## src/hw/kip_pkg.sv

```systemverilog
// shared constants and types for the key input port
package kip_pkg;

   // bus address width in bits; register index is the byte address over four
   localparam int ADDR_W = 12;

   // register indices, byte address is index times four
   localparam logic [9:0] IDX_GROUP_A_PIN   = 10'h2e3;
   localparam logic [9:0] IDX_GROUP_A_EDGE  = 10'h2e4;
   localparam logic [9:0] IDX_GROUP_A_EN    = 10'h2e5;
   localparam logic [9:0] IDX_SINGLE_CTRL   = 10'h2e7;
   localparam logic [9:0] IDX_INPUT_FLAGS   = 10'h2ea;
   localparam logic [9:0] IDX_GROUP_C_FLAGS = 10'h2f3;
   localparam logic [9:0] IDX_GROUP_C_PIN   = 10'h2f4;
   localparam logic [9:0] IDX_GROUP_C_EN    = 10'h2f5;

   // field positions inside the single bit control register
   localparam int SINGLE_PIN_BIT  = 0;
   localparam int SINGLE_EDGE_BIT = 1;
   localparam int SINGLE_EN_BIT   = 2;
   localparam int SERIAL_TRIG_BIT = 3;

   // field positions of the factor flags
   localparam int GROUP_A_FLAG_BIT = 2;
   localparam int SINGLE_FLAG_BIT  = 3;
   localparam int GROUP_C_FLAG_BIT = 1;

   // reset values
   localparam logic [3:0] EDGE_RESET = 4'h0;
   localparam logic [3:0] EN_RESET   = 4'h0;
   localparam logic       FLAG_RESET = 1'b0;

   // noise rejector delay, longest time so it rounds down
   localparam int CLOCK_KHZ      = 40000;
   localparam int REJECT_TIME_US = 1000;
   localparam int REJECT_CYCLES  = REJECT_TIME_US * CLOCK_KHZ / 1000;

   // bus responses
   localparam logic [1:0] RESP_OKAY   = 2'h0;
   localparam logic [1:0] RESP_SLVERR = 2'h2;

   // the nine input pins as one carrier
   typedef struct packed {
      logic [3:0] groupC;
      logic       single;
      logic [3:0] groupA;
   } kip_pins_t;

   // which bits of the nine belong to each terminal series
   localparam logic [8:0] SERIES_MASK [3] = '{9'h00f, 9'h010, 9'h1e0};

endpackage

```

## src/hw/kip_key_input.sv

```systemverilog
// Local design decision: the AXI4-Lite interface to the registers.
`timescale 1ns/1ps
module kip_key_input #(
   parameter int         REJECT_CYCLES = kip_pkg::REJECT_CYCLES,
   parameter logic [2:0] REJECT_FITTED = 3'h0
) (
   input  wire logic                    clock,
   input  wire logic                    rstn,
   input  wire logic [11:0]             awaddr,
   input  wire logic                    awvalid,
   output wire logic                    awready,
   input  wire logic [31:0]             wdata,
   input  wire logic [3:0]              wstrb,
   input  wire logic                    wvalid,
   output wire logic                    wready,
   output wire logic [1:0]              bresp,
   output wire logic                    bvalid,
   input  wire logic                    bready,
   input  wire logic [11:0]             araddr,
   input  wire logic                    arvalid,
   output wire logic                    arready,
   output wire logic [31:0]             rdata,
   output wire logic [1:0]              rresp,
   output wire logic                    rvalid,
   input  wire logic                    rready,
   input  wire kip_pkg::kip_pins_t      pins,
   output wire logic [1:0]              eventCountInputs,
   output wire logic                    serialClockTrigger
);

   ////////////////////////////////////////////////////////////////////////////
   // declarations

   logic [8:0]  pinsS1_reg;            // first synchroniser stage
   logic [8:0]  pinsS2_reg;            // second stage
   logic [8:0]  pinsS3_reg;            // third stage, compared against second
   logic [8:0]  accSeries_reg [3];     // accepted level per terminal series
   logic [15:0] rejCount_reg [3];      // rejector stability counters
   logic [8:0]  accepted;              // accepted level of all nine inputs
   logic [3:0]  groupAEdgeSelect_reg;  // 1 falling, 0 rising
   logic [3:0]  groupAIrqEnable_reg;   // 1 enable, 0 mask
   logic        singleEdgeSelect_reg;  // comparison bit of the single input
   logic        singleIrqEnable_reg;   // enable of the single input
   logic [3:0]  groupCIrqEnable_reg;   // group C enables
   logic        groupAFlag_reg;        // group A factor flag
   logic        singleFlag_reg;        // single input factor flag
   logic        groupCFlag_reg;        // group C factor flag
   logic        mismatchAPrev_reg;     // group A mismatch one cycle ago
   logic        mismatchSPrev_reg;     // single mismatch one cycle ago
   logic        condCPrev_reg;         // group C any-high one cycle ago
   logic        mismatchA;             // enabled group A bits off compare
   logic        mismatchS;             // single bit off compare
   logic        condC;                 // an enabled group C bit is high
   logic        groupAEvent;           // group A interrupt condition
   logic        singleEvent;           // single interrupt condition
   logic        groupCEvent;           // group C interrupt condition
   logic        serialTrigger_reg;     // one-cycle trigger pulse
   logic [1:0]  eventCount_reg;        // event counter inputs
   logic        bvalid_reg;            // write response pending
   logic [1:0]  bresp_reg;             // write response code
   logic        rvalid_reg;            // read data pending
   logic [1:0]  rresp_reg;             // read response code
   logic [31:0] rdata_reg;             // read data
   logic        wrTake;                // write address and data taken
   logic        rdTake;                // read address taken
   logic [9:0]  wrIdx;                 // register index of the write
   logic [9:0]  rdIdx;                 // register index of the read
   logic        wrLow;                 // low byte lane written
   logic        rdHit;                 // read address is mapped
   logic [3:0]  rdField;               // low nibble of the read data
   logic        clrInputFlags;         // read of the input flag register
   logic        clrGroupCFlag;         // read of the group C flag register

   ////////////////////////////////////////////////////////////////////////////
   // input synchronisers

   // three stage sync
   // the first stage is read only by the second, never by detection
   always_ff @(posedge clock or negedge rstn)
   begin
      if (!rstn)
      begin
         pinsS1_reg <= 9'h000;
         pinsS2_reg <= 9'h000;
         pinsS3_reg <= 9'h000;
      end
      else
      begin
         pinsS1_reg <= pins;
         pinsS2_reg <= pinsS1_reg;
         pinsS3_reg <= pinsS2_reg;
      end
   end

   ////////////////////////////////////////////////////////////////////////////
   // noise rejector, one per terminal series

   // per-series rejector option
   // without a rejector a level counts once stages two and three agree;
   // with one it must also hold for the rejector time, which filters
   // key bounce at the cost of at least one millisecond of latency
   for (genvar s = 0; s < 3; s++)
   begin : g_series
      logic agree;    // stages two and three equal in this series
      logic differ;   // synchronised level differs from accepted one
      assign agree  = ((pinsS2_reg ^ pinsS3_reg) & kip_pkg::SERIES_MASK[s]) == 9'h000;
      assign differ = ((pinsS3_reg ^ accSeries_reg[s]) & kip_pkg::SERIES_MASK[s]) != 9'h000;

      always_ff @(posedge clock or negedge rstn)
      begin
         if (!rstn)
         begin
            accSeries_reg[s] <= 9'h000;
            rejCount_reg[s]  <= 16'h0000;
         end
         else if (!REJECT_FITTED[s])
         begin
            // no rejector: take the agreed level at once
            if (agree)
            begin
               accSeries_reg[s] <= pinsS3_reg & kip_pkg::SERIES_MASK[s];
            end
            rejCount_reg[s] <= 16'h0000;
         end
         else if (!agree || !differ)
         begin
            // a glitch or no change restarts the stability count
            rejCount_reg[s] <= 16'h0000;
         end
         else if (rejCount_reg[s] == 16'(REJECT_CYCLES - 1))
         begin
            accSeries_reg[s] <= pinsS3_reg & kip_pkg::SERIES_MASK[s];
            rejCount_reg[s]  <= 16'h0000;
         end
         else
         begin
            rejCount_reg[s] <= rejCount_reg[s] + 16'h0001;
         end
      end
   end

   // the series masks do not overlap, so an or merges them
   assign accepted = accSeries_reg[0] | accSeries_reg[1] | accSeries_reg[2];

   ////////////////////////////////////////////////////////////////////////////
   // interrupt condition detection

   // comparison picks the edge
   // a bit matches while it equals its comparison bit, so a 1 there
   // waits for the high level to fall and a 0 for the low level to rise
   assign mismatchA = |((accepted[3:0] ^ groupAEdgeSelect_reg) & groupAIrqEnable_reg);
   assign mismatchS = (accepted[4] ^ singleEdgeSelect_reg) & singleIrqEnable_reg;
   // no edge choice for group C
   assign condC     = |(accepted[8:5] & groupCIrqEnable_reg);

   assign groupAEvent = mismatchA && !mismatchAPrev_reg;
   assign singleEvent = mismatchS && !mismatchSPrev_reg;
   assign groupCEvent = condC && !condCPrev_reg;

   // condition history; mask or compare rewrites count as changes too
   always_ff @(posedge clock or negedge rstn)
   begin
      if (!rstn)
      begin
         mismatchAPrev_reg <= 1'b0;
         mismatchSPrev_reg <= 1'b0;
         condCPrev_reg     <= 1'b0;
      end
      else
      begin
         mismatchAPrev_reg <= mismatchA;
         mismatchSPrev_reg <= mismatchS;
         condCPrev_reg     <= condC;
      end
   end

   ////////////////////////////////////////////////////////////////////////////
   // factor flags

   always_ff @(posedge clock or negedge rstn)
   begin
      if (!rstn)
      begin
         groupAFlag_reg <= kip_pkg::FLAG_RESET;
         singleFlag_reg <= kip_pkg::FLAG_RESET;
      end
      else
      begin
         if (groupAEvent)
         begin
            groupAFlag_reg <= 1'b1;
         end
         else if (clrInputFlags)
         begin
            groupAFlag_reg <= 1'b0;
         end
         if (singleEvent)
         begin
            singleFlag_reg <= 1'b1;
         end
         else if (clrInputFlags)
         begin
            singleFlag_reg <= 1'b0;
         end
      end
   end

   always_ff @(posedge clock or negedge rstn)
   begin
      if (!rstn)
      begin
         groupCFlag_reg <= kip_pkg::FLAG_RESET;
      end
      else if (groupCEvent)
      begin
         groupCFlag_reg <= 1'b1;
      end
      else if (clrGroupCFlag)
      begin
         groupCFlag_reg <= 1'b0;
      end
   end

   ////////////////////////////////////////////////////////////////////////////
   // register writes

   // both channels are taken together; a lone channel simply waits
   assign wrTake  = awvalid && wvalid && !bvalid_reg;
   assign awready = wrTake;
   assign wready  = wrTake;
   assign wrIdx   = awaddr[11:2];
   assign wrLow   = wstrb[0];

   always_ff @(posedge clock or negedge rstn)
   begin
      if (!rstn)
      begin
         groupAEdgeSelect_reg <= kip_pkg::EDGE_RESET;
         groupAIrqEnable_reg  <= kip_pkg::EN_RESET;
         singleEdgeSelect_reg <= 1'b0;
         singleIrqEnable_reg  <= 1'b0;
         groupCIrqEnable_reg  <= kip_pkg::EN_RESET;
      end
      else if (wrTake && wrLow)
      begin
         unique case (wrIdx)
            kip_pkg::IDX_GROUP_A_EDGE: groupAEdgeSelect_reg <= wdata[3:0];
            kip_pkg::IDX_GROUP_A_EN:   groupAIrqEnable_reg  <= wdata[3:0];
            kip_pkg::IDX_SINGLE_CTRL:
            begin
               singleEdgeSelect_reg <= wdata[kip_pkg::SINGLE_EDGE_BIT];
               singleIrqEnable_reg  <= wdata[kip_pkg::SINGLE_EN_BIT];
            end
            kip_pkg::IDX_GROUP_C_EN:   groupCIrqEnable_reg  <= wdata[3:0];
            // read-only and unmapped words leave the state alone
            default: ;
         endcase
      end
   end

   always_ff @(posedge clock or negedge rstn)
   begin
      if (!rstn)
      begin
         serialTrigger_reg <= 1'b0;
      end
      else
      begin
         serialTrigger_reg <= wrTake && wrLow && (wrIdx == kip_pkg::IDX_SINGLE_CTRL)
                              && wdata[kip_pkg::SERIAL_TRIG_BIT];
      end
   end

   // write response; unmapped or read-only words answer slave error
   always_ff @(posedge clock or negedge rstn)
   begin
      if (!rstn)
      begin
         bvalid_reg <= 1'b0;
         bresp_reg  <= kip_pkg::RESP_OKAY;
      end
      else if (wrTake)
      begin
         bvalid_reg <= 1'b1;
         unique case (wrIdx)
            kip_pkg::IDX_GROUP_A_EDGE,
            kip_pkg::IDX_GROUP_A_EN,
            kip_pkg::IDX_SINGLE_CTRL,
            kip_pkg::IDX_GROUP_C_EN: bresp_reg <= kip_pkg::RESP_OKAY;
            default:                 bresp_reg <= kip_pkg::RESP_SLVERR;
         endcase
      end
      else if (bready)
      begin
         bvalid_reg <= 1'b0;
      end
   end

   ////////////////////////////////////////////////////////////////////////////
   // register reads

   assign rdTake  = arvalid && !rvalid_reg;
   assign arready = rdTake;
   assign rdIdx   = araddr[11:2];

   // group C flag in D1
   // read mux; flags of other blocks sharing these words read zero here
   always_comb
   begin
      rdHit   = 1'b1;
      rdField = 4'h0;
      unique case (rdIdx)
         kip_pkg::IDX_GROUP_A_PIN:  rdField = accepted[3:0];
         kip_pkg::IDX_GROUP_A_EDGE: rdField = groupAEdgeSelect_reg;
         kip_pkg::IDX_GROUP_A_EN:   rdField = groupAIrqEnable_reg;
         kip_pkg::IDX_SINGLE_CTRL:
         begin
            rdField[kip_pkg::SINGLE_PIN_BIT]  = accepted[4];
            rdField[kip_pkg::SINGLE_EDGE_BIT] = singleEdgeSelect_reg;
            rdField[kip_pkg::SINGLE_EN_BIT]   = singleIrqEnable_reg;
         end
         kip_pkg::IDX_INPUT_FLAGS:
         begin
            rdField[kip_pkg::GROUP_A_FLAG_BIT] = groupAFlag_reg;
            rdField[kip_pkg::SINGLE_FLAG_BIT]  = singleFlag_reg;
         end
         kip_pkg::IDX_GROUP_C_FLAGS: rdField[kip_pkg::GROUP_C_FLAG_BIT] = groupCFlag_reg;
         kip_pkg::IDX_GROUP_C_PIN:   rdField = accepted[8:5];
         kip_pkg::IDX_GROUP_C_EN:    rdField = groupCIrqEnable_reg;
         default:                    rdHit   = 1'b0;
      endcase
   end

   assign clrInputFlags = rdTake && (rdIdx == kip_pkg::IDX_INPUT_FLAGS);
   assign clrGroupCFlag = rdTake && (rdIdx == kip_pkg::IDX_GROUP_C_FLAGS);

   // read data is captured when the address is taken
   always_ff @(posedge clock or negedge rstn)
   begin
      if (!rstn)
      begin
         rvalid_reg <= 1'b0;
         rresp_reg  <= kip_pkg::RESP_OKAY;
         rdata_reg  <= 32'h0000_0000;
      end
      else if (rdTake)
      begin
         rvalid_reg <= 1'b1;
         rdata_reg  <= {28'h000_0000, rdField};
         rresp_reg  <= rdHit ? kip_pkg::RESP_OKAY : kip_pkg::RESP_SLVERR;
      end
      else if (rready)
      begin
         rvalid_reg <= 1'b0;
      end
   end

   ////////////////////////////////////////////////////////////////////////////
   // event counter feed and outputs

   always_ff @(posedge clock or negedge rstn)
   begin
      if (!rstn)
      begin
         eventCount_reg <= 2'h0;
      end
      else
      begin
         eventCount_reg <= accepted[3:2];
      end
   end

   assign eventCountInputs   = eventCount_reg;
   assign serialClockTrigger = serialTrigger_reg;
   assign bvalid             = bvalid_reg;
   assign bresp              = bresp_reg;
   assign rvalid             = rvalid_reg;
   assign rresp              = rresp_reg;
   assign rdata              = rdata_reg;

endmodule

```

## config.mk

```make
export PLATFORM = sky130hd
export DESIGN_NAME = kip_key_input
export DESIGN_NICKNAME = d
export VERILOG_FILES = /design/src/hw/kip_pkg.sv /design/src/hw/kip_key_input.sv
export SDC_FILE = /design/constraint.sdc
export NUM_CORES = 1
export LEC_CHECK = 0
export ABC_AREA = 1
export BUFFER_PORTS_ARGS = -buffer_cell sky130_fd_sc_hd__clkbuf_2
export CAP_MARGIN = 20
export CORE_MARGIN = 8
export CORE_UTILIZATION = 45
export CTS_CLUSTER_SIZE = 24
export DETAILED_ROUTE_END_ITERATION = 16
export GPL_TIMING_DRIVEN = 0
export PLACE_DENSITY = 0.74
export SYNTH_ARGS = -nofsm -noshare
export SYNTH_HDL_FRONTEND = slang
export SYNTH_SLANG_ARGS = --single-unit
export TNS_END_PERCENT = 50
```

## constraint.sdc

```tcl
create_clock -name clock -period 2.15 [get_ports clock]
set_clock_uncertainty 0.2 [all_clocks]
set_input_delay 0 -clock clock [delete_from_list [all_inputs] [get_ports clock]]
set_output_delay 0 -clock clock [all_outputs]
set_load 0.1 [all_outputs]
```

* After elaboration in Yosys (flattened, before gate mapping)
Index checks and enable logic that the tools add are counted.
** Cells by class
- Equality and inequality tests :: 12
- Multiplexer cells :: 16
- Bitwise gates (word level) :: 8
- Reductions and logical operators :: 32
** Operator list (number)
- $eq A10 B10 Y1 const B :: 12
- $logic_not A9 Y1 :: 3
- $pmux W1 S7 :: 2
- $pmux W1 S6 :: 2
- $reduce_or A4 Y1 :: 3
- $logic_and A1 B1 Y1 :: 11
- $mux W1 :: 10
- $reduce_bool A2 Y1 :: 5
- $or A5 B9 Y9 :: 1
- $xor A9 B9 Y9 :: 1
- $and A4 B4 Y4 :: 2
- $reduce_and A2 Y1 :: 4
- $reduce_or A8 Y1 :: 1
- $logic_not A1 Y1 :: 5
- $or A4 B5 Y5 :: 1
- $mux W2 :: 2
- $xor A4 B4 Y4 :: 1
- $and A1 B1 Y1 :: 1
- $xor A1 B1 Y1 :: 1
** Word-level totals
- Flip-flop bits (word level) :: 69
- Input port bits :: 76
- Logic and storage cells :: 92

* Depth between registers and ports, before layout
Gate-level depths: netlist (run 1).
- Depth in word-level cells :: 7
- Depth in mapped cells :: 10
- Gate-level depth less buffers :: 10

* Worst setup path after synthesis (run 1)
Ideal clock, no wire load.
- Path kind :: register -> register
- From :: register rvalid_reg (netlist: rvalid)
- To :: register rdata_reg[3] (netlist: rdata[3])
- Arrival time :: 2.394 ns
- Required time :: 1.872 ns
- Setup slack :: -0.522 ns
- Stages on the path, launching flop included :: 7
- Path buffers :: 0
- Clock period less this slack :: 2.672 ns
- Cells stage by stage :: dfrtp_1 -> inv_1 -> nand2_1 -> clkinv_1 -> o21ai_1 -> nor2_1 -> a21oi_1
** Between the ends
- Longest elaborated chain between the ends :: 2
** Ends and longest elaborated chain
- start, declared :: line kip_key_input.sv:61 : logic rvalid_reg;
- start signal, assigned :: line kip_key_input.sv:342 : rvalid_reg <= 1'b0;
- start signal, assigned :: line kip_key_input.sv:348 : rvalid_reg <= 1'b1;
- start signal, assigned :: line kip_key_input.sv:354 : rvalid_reg <= 1'b0;
- $logic_not A1 Y1 :: line kip_key_input.sv:302 : assign rdTake = arvalid && !rvalid_reg;
- $logic_and A1 B1 Y1 :: line kip_key_input.sv:302
- via arready :: line kip_key_input.sv:21 : output wire logic arready,
- end signal, assigned :: line kip_key_input.sv:349 : rdata_reg <= {28'h000_0000, rdField};
- end, declared :: line kip_key_input.sv:63 : logic [31:0] rdata_reg;
The timed path passes the listed nets, and every way through them passes these cells.
A chain may end at the register's enable or synchronous reset.

* Worst setup path in the final report (run 1)
- From :: register bvalid_reg (netlist: bvalid)
- To :: register groupCIrqEnable_reg[3]
** Between the ends
- Longest elaborated chain between the ends :: 4
** Ends and longest elaborated chain
- start, declared :: line kip_key_input.sv:59 : logic bvalid_reg;
- start signal, assigned :: line kip_key_input.sv:279 : bvalid_reg <= 1'b0;
- start signal, assigned :: line kip_key_input.sv:284 : bvalid_reg <= 1'b1;
- start signal, assigned :: line kip_key_input.sv:295 : bvalid_reg <= 1'b0;
- $logic_not A1 Y1 :: line kip_key_input.sv:228 : assign wrTake = awvalid && wvalid && !bvalid_reg;
- $logic_and A1 B1 Y1 :: line kip_key_input.sv:228
- $logic_and A1 B1 Y1 :: line kip_key_input.sv:244 : else if (wrTake && wrLow)
- $reduce_and A2 Y1 (no line)
- end signal, assigned :: line kip_key_input.sv:242 : groupCIrqEnable_reg <= kip_pkg::EN_RESET;
- end signal, assigned :: line kip_key_input.sv:254 : kip_pkg::IDX_GROUP_C_EN: groupCIrqEnable_reg <= wdata[3:0];
- end, declared :: line kip_key_input.sv:44 : logic [3:0] groupCIrqEnable_reg;
No other way between the ends.

==> results of run 1 <==
==> report_power, final <==
group | leakage (nW) | internal [mW] | switching (mW)
Sequential | 0.826 | 1.38 | 0.106
Clock | 0.0950 | 0.530 | 0.474
Combinational | 1.33 | 0.205 | 0.715
Total | 2.26 | 2.11 | 1.30
==> worst paths after layout <==
check	endpoint	cells past startpoint	from
worst min register to register	pinsS2_reg[6]	0	pinsS1_reg[6]
min in group asynchronous	pinsS1_reg[8]	2	rstn
worst max register to register	groupCIrqEnable_reg[3]	6	bvalid
worst min-delay path	groupAIrqEnable_reg[1]	5	wvalid
max in group asynchronous	bvalid	2	rstn
worst max-delay path	groupCIrqEnable_reg[3]	6	bvalid
==> logic make-up (layout without fill, tap and decap cells) <==
logic type	Yosys count	count (layout)	synth area share [%]
AO/OA/AOI/OAI	33	33	5.66
flip-flops	67	67	53.4
other	1	30	0.119
adder cells (fa/ha/maj)	1	1	0.319
AND/OR/NAND/NOR	169	169	26.1
buffers and inverters	65	177	12.2
XOR/XNOR	8	8	2.23
==> cell type report <==
cell class	instances	area, um2
clock inverters	7	68.8
flip-flops and latches	67	1680
well taps	96	120
plain buffers	35	270
fillers	564	2480
multi-input cells	241	1240
inverters	30	118
clock buffers	9	124
repair buffers	96	696
==> cell usage in the layout, fill, tap and decap left out, types with 9 or more instances in the layout <==
cell type,Yosys,layout
inv_1,27,26
nand4_1,10,10
clkbuf_2,0,53
dfrtp_1,67,65
conb_1,1,30
dlygate4sd3_1,0,41
clkbuf_8,0,9
o21ai_0,18,18
nand2_1,74,74
buf_4,33,33
nand3_1,36,35
nor2_1,30,28
==> worst register-to-register path: stages (launching register included) <==
cell	delay [ps]
dfrtp_2	400
inv_1	100
nand3_4	120
nor2_4	200
nand3_4	150
o21ai_0	290
dlygate4sd3_1	610
==> routing by layer <==
metal  part of all wire (%)  track usage (%)  vias to the layer above
li1                       -                -                     1334
met1                     40             17.1                     1262
met2                     50             25.3                      102
met3                    7.4             5.59                       24
met4                    3.0             7.10                        0
met5                      0                0                        -
==> metrics by stage <==
stage | instances | setup WS (ps) | hold slack, ps
4_1_cts | 581 | 37.9 | 3.82
3_5_place_dp | 523 | 507 | -90.3
2_1_floorplan | 373 | 187 | -496
6_report | 581 | 15.0 | -0.290
5_1_grt | 581 | -55.3 | 1.60
3_3_place_gp | 523 | 391 | -91.9
==> what timing repair did <==
item	CTS	global route
resized for setup	0	9
setup buffers	0	0
hold buffers	42	0
hold endpoints to repair	100	0
endpoints found under the setup margin	0	11
==> flow_summary.ini, run 1 <==
[status]
outcome = complete, but fails checks
violations = negative hold slack

[die]
io_pins = 120
design.die.area_mm2 = 0.00991
rows = 30
coreArea_mm2 = 0.00679
die_h_um = 99.6
chipWidth_um = 99.6
initial_core_util_pct = 46.2

[place]
place_congestion = 0.869
placed_area_mm2 = 0.00365
dpl.hpwl_mm = 4.85
portBuffers = 54

[finish]
design_area_mm2 = 0.00431
diodes = 0
finalNetCount = 556
area_delta_synth_final_pct = 37.2
fin_util_pct = 63.5
final_layout_size_suffix_gt1_share_pct = 27.0

[sta]
max_freq_mhz = 468
slew_headroom_pct = 41.3
finalSetupViolCount = 0
tns_ps = 0
worstMarginPinSlew_ps = 881
period_needed_ps = 2140
rsz0062_at_grt = yes
drv_slew = 0
hold_viol = 1
fin_hold_ws_ps = -0.290
period_share_pct = 99.3

[clock_network]
cts_buffers = 9
cts_tree = yes
htreeDepth = 3
cts_root_buf = clkbuf_8
clock-sinks = 67
clk_path_buf_depth = 2
clock_latency_ps = 340
path_clk_slew_ps = 70

[logic_synthesis]
synthFlopType = dfrtp_1
syn_area_per_cell_um2 = 9.13
synthCells = 344
synth-edff-count = 0
synth_seq_area_share_pct = 53.4
synth.top_cell.area_share_pct = 53.4
synth_area_leaders = dfrtp_1 53%, nand2_1 8.8%, buf_4 7.9%
yosysMostFrequentCell = nand2_1
ys_seq_elements = 67
synth.distinct_cells = 28
synth.largest_area_cell = dfrtp_1
async_flop_share_pct = 100
synth.cell_area_mm2 = 0.00314
synth.top_cells.by_count = 74 x nand2_1, 67 x dfrtp_1, 36 x nand3_1
synth_warnings = 0

[drt]
totalWireLength_mm = 7.50
vias = 2722
ant_nets = 0
via_per_inst = 4.69
drcViolationCount = 0
wl_per_cell_um = 12.9
firstDrtPassIters = 4
first_iter_violations = 189

[worst_hold_path]
hold_class = input port to register

[setup_path]
cp_top_family = buffers and inverters
crit_buf_inv = 2
crit_type = register to register
worstPathCellList = inv_1 > nand3_4 > nor2_4 > nand3_4 > o21ai_0 > dlygate4sd3_1
crit_slowest_cell = dlygate4sd3_1
slowest_delay_ps = 610
cp_common_cell = nand3_4
cp_max_fo = 8
cp.required_ps = 2220
r2r_slack_ps = 10
arrival_ps = 2210
start_kind = register
worstSetupEndpointType = register

[global_route]
antenna_found_initial = 0
grt_pass1_wl_mm = 12.2
track_usage_pct = 15.3
grt_pass1_vias = 2706
grt_overflow = 0
grt_max_degree = 68

[pwr]
vdd_drop_max_mv = 0.516
power_density_mw_per_mm2 = 791
power.total_mw = 3.41
p_leak_nw = 2.26

[job]
cap_viol_max_count = 0
(Power assumes the default switching activity.)
==> run 2: changes to the inputs <==
Clock period 2.15 ns to 2 ns, I/O delays scaled along.
==> flow_summary.ini, run 2 (synthesis gave the netlist of run 1 again) <==
[pwr]
power_switching_mw = 1.37
p_clk_share_pct = 29.5
pwr-share-seq_pct = 43.7
p_leak_nw = 2.25
vdd_drop_max_mv = 0.680
power.total_mw = 3.65
p_int_mw = 2.27
switching_share_pct = 37.6
power_density_mw_per_mm2 = 861
combPwrFrac_pct = 26.9

[sta]
max_freq_mhz = 525
tns_ps = 0
fin_hold_ws_ps = 15.8
worstMarginPinSlew_ps = 877
finalSetupViolCount = 0
period_needed_ps = 1900
period_share_pct = 95.2
slew_headroom_pct = 41.5
drv_slew = 0
rsz0062_at_grt = yes
setup_slack_ps = 96.5
hold_viol = 0

[place]
place_congestion = 0.869
dpl.hpwl_mm = 4.85
post-place-ws_ps = 357
portBuffers = 54
placed_area_mm2 = 0.00365
placed_cells = 523

[global_route]
use_met2_pct = 24.9
grt_pass1_vias = 2687
track_usage_pct = 15.3
use_met1_pct = 16.8
grt.busiest_layer = met2
grt_max_degree = 68
gr-usage-met3_pct = 5.73
grt_overflow = 0
antenna_found_initial = 0
grt_pass1_wl_mm = 12.2

[clock_network]
htreeDepth = 3
clock-sinks = 67
cts_root_buf = clkbuf_8
path_clk_slew_ps = 70
cts_buffers = 9
clock_latency_ps = 330
clk_path_buf_depth = 2
cts_tree = yes

[die]
design.die.area_mm2 = 0.00991
chipWidth_um = 99.6
io_pins = 120
coreArea_mm2 = 0.00679
initial_core_util_pct = 46.2
rows = 30
die_h_um = 99.6

[setup_path]
arrival_ps = 1980
crit_slowest_cell = dlygate4sd3_1
crit_cells = 10
start_kind = input port
cp_top_family = buffers and inverters
cp.required_ps = 2070
r2r_cells = 7
worstSetupEndpointType = register
worstPathCellList = dlygate4sd3_1 > clkbuf_2 > nand3_1 > nor2_1 > buf_4 > nand3_1 > nand2_1 > nor2_1 > a21oi_1 > dlygate4sd3_1
slowest_delay_ps = 560
crit_type = input port to register
crit_buf_inv = 4
cp_max_fo = 10

[finish]
fin_util_pct = 62.4
diodes = 0
final_common_cell = nand2_1
fill_cells = 579
area_delta_synth_final_pct = 34.8
final_layout_size_suffix_gt1_share_pct = 26.8
mostFrequentLayoutCells = 74 x nand2_1, 65 x dfrtp_1, 53 x clkbuf_2, 36 x nand3_1, 35 x dlygate4sd3_1
design_area_mm2 = 0.00424
finalNetCount = 552
stdcell_count = 577

[drt]
ant_nets = 0
firstDrtPassIters = 4
totalWireLength_mm = 7.07
drcViolationCount = 0
first_iter_violations = 179
via_per_inst = 4.61
wl_per_cell_um = 12.3
vias = 2659

[status]
outcome = finished, final reports clean

[worst_hold_path]
min_path_cells = 5
hold_class = input port to register

[job]
cap_viol_max_count = 0
run 2: cell count changes in the layout (fill, tap and decap cells not counted), sizes merged:
cell and change:
dlygate4sd3 -6, dlymetal6s4s +2
run 2: power groups by stage:
stage / Combinational, mW / Clock [mW] / Sequential [mW]
after CTS: 0.973 / 1.10 / 1.59
after global placement: 0.899 / 0 / 1.61
final: 0.980 / 1.07 / 1.59
after global routing: 1.04 / 1.17 / 1.61
after floorplan: 0.490 / 0 / 1.85
after detailed placement: 0.908 / 0 / 1.62
run 2: per-layer routing:
layer,vias to the layer above,share of wire (%)
met2,101,48
met1,1212,41
met3,24,7.3
met4,0,3.4
met5,-,0
li1,1322,-
run 2: path summary, 6_finish.rpt:
kind	from	end	slack, ps
hold reg to reg	pinsS1_reg[6]	pinsS2_reg[6]	150
max in group asynchronous	rstn	bvalid	840
setup reg to reg	rvalid	rdata[3]	110
min in group asynchronous	rstn	pinsS1_reg[8]	140
hold / removal	wvalid	groupAEdgeSelect_reg[3]	20
setup / recovery	araddr[11]	rdata[3]	100
run 2: cell type report:
cell class	count	area (um2)	share of cell area, %
buffer	35	270	6.38
clock buffer	9	124	2.92
clock inverter	7	68.8	1.62
inverter	30	118	2.78
multi-input combinational	241	1200	28.2
sequential	67	1680	39.6
tap	96	120	2.84
timing repair buffer	92	661	15.6
run 2: repair_timing:
item | in CTS | in global routing
gates resized for setup | 0 | 4
endpoints found under the hold margin | 100 | 0
endpoints found under the setup margin | 0 | 16
hold buffers | 38 | 0
buffers inserted | 0 | 0
run 2: worst reg2reg max path: cells and delay by family, from the launching register on:
family                 cells  cell delay (ps)
AO/OA/AOI/OAI              2              160
flip-flops                 1              400
buffers and inverters      3              790
AND/OR/NAND/NOR            2              240
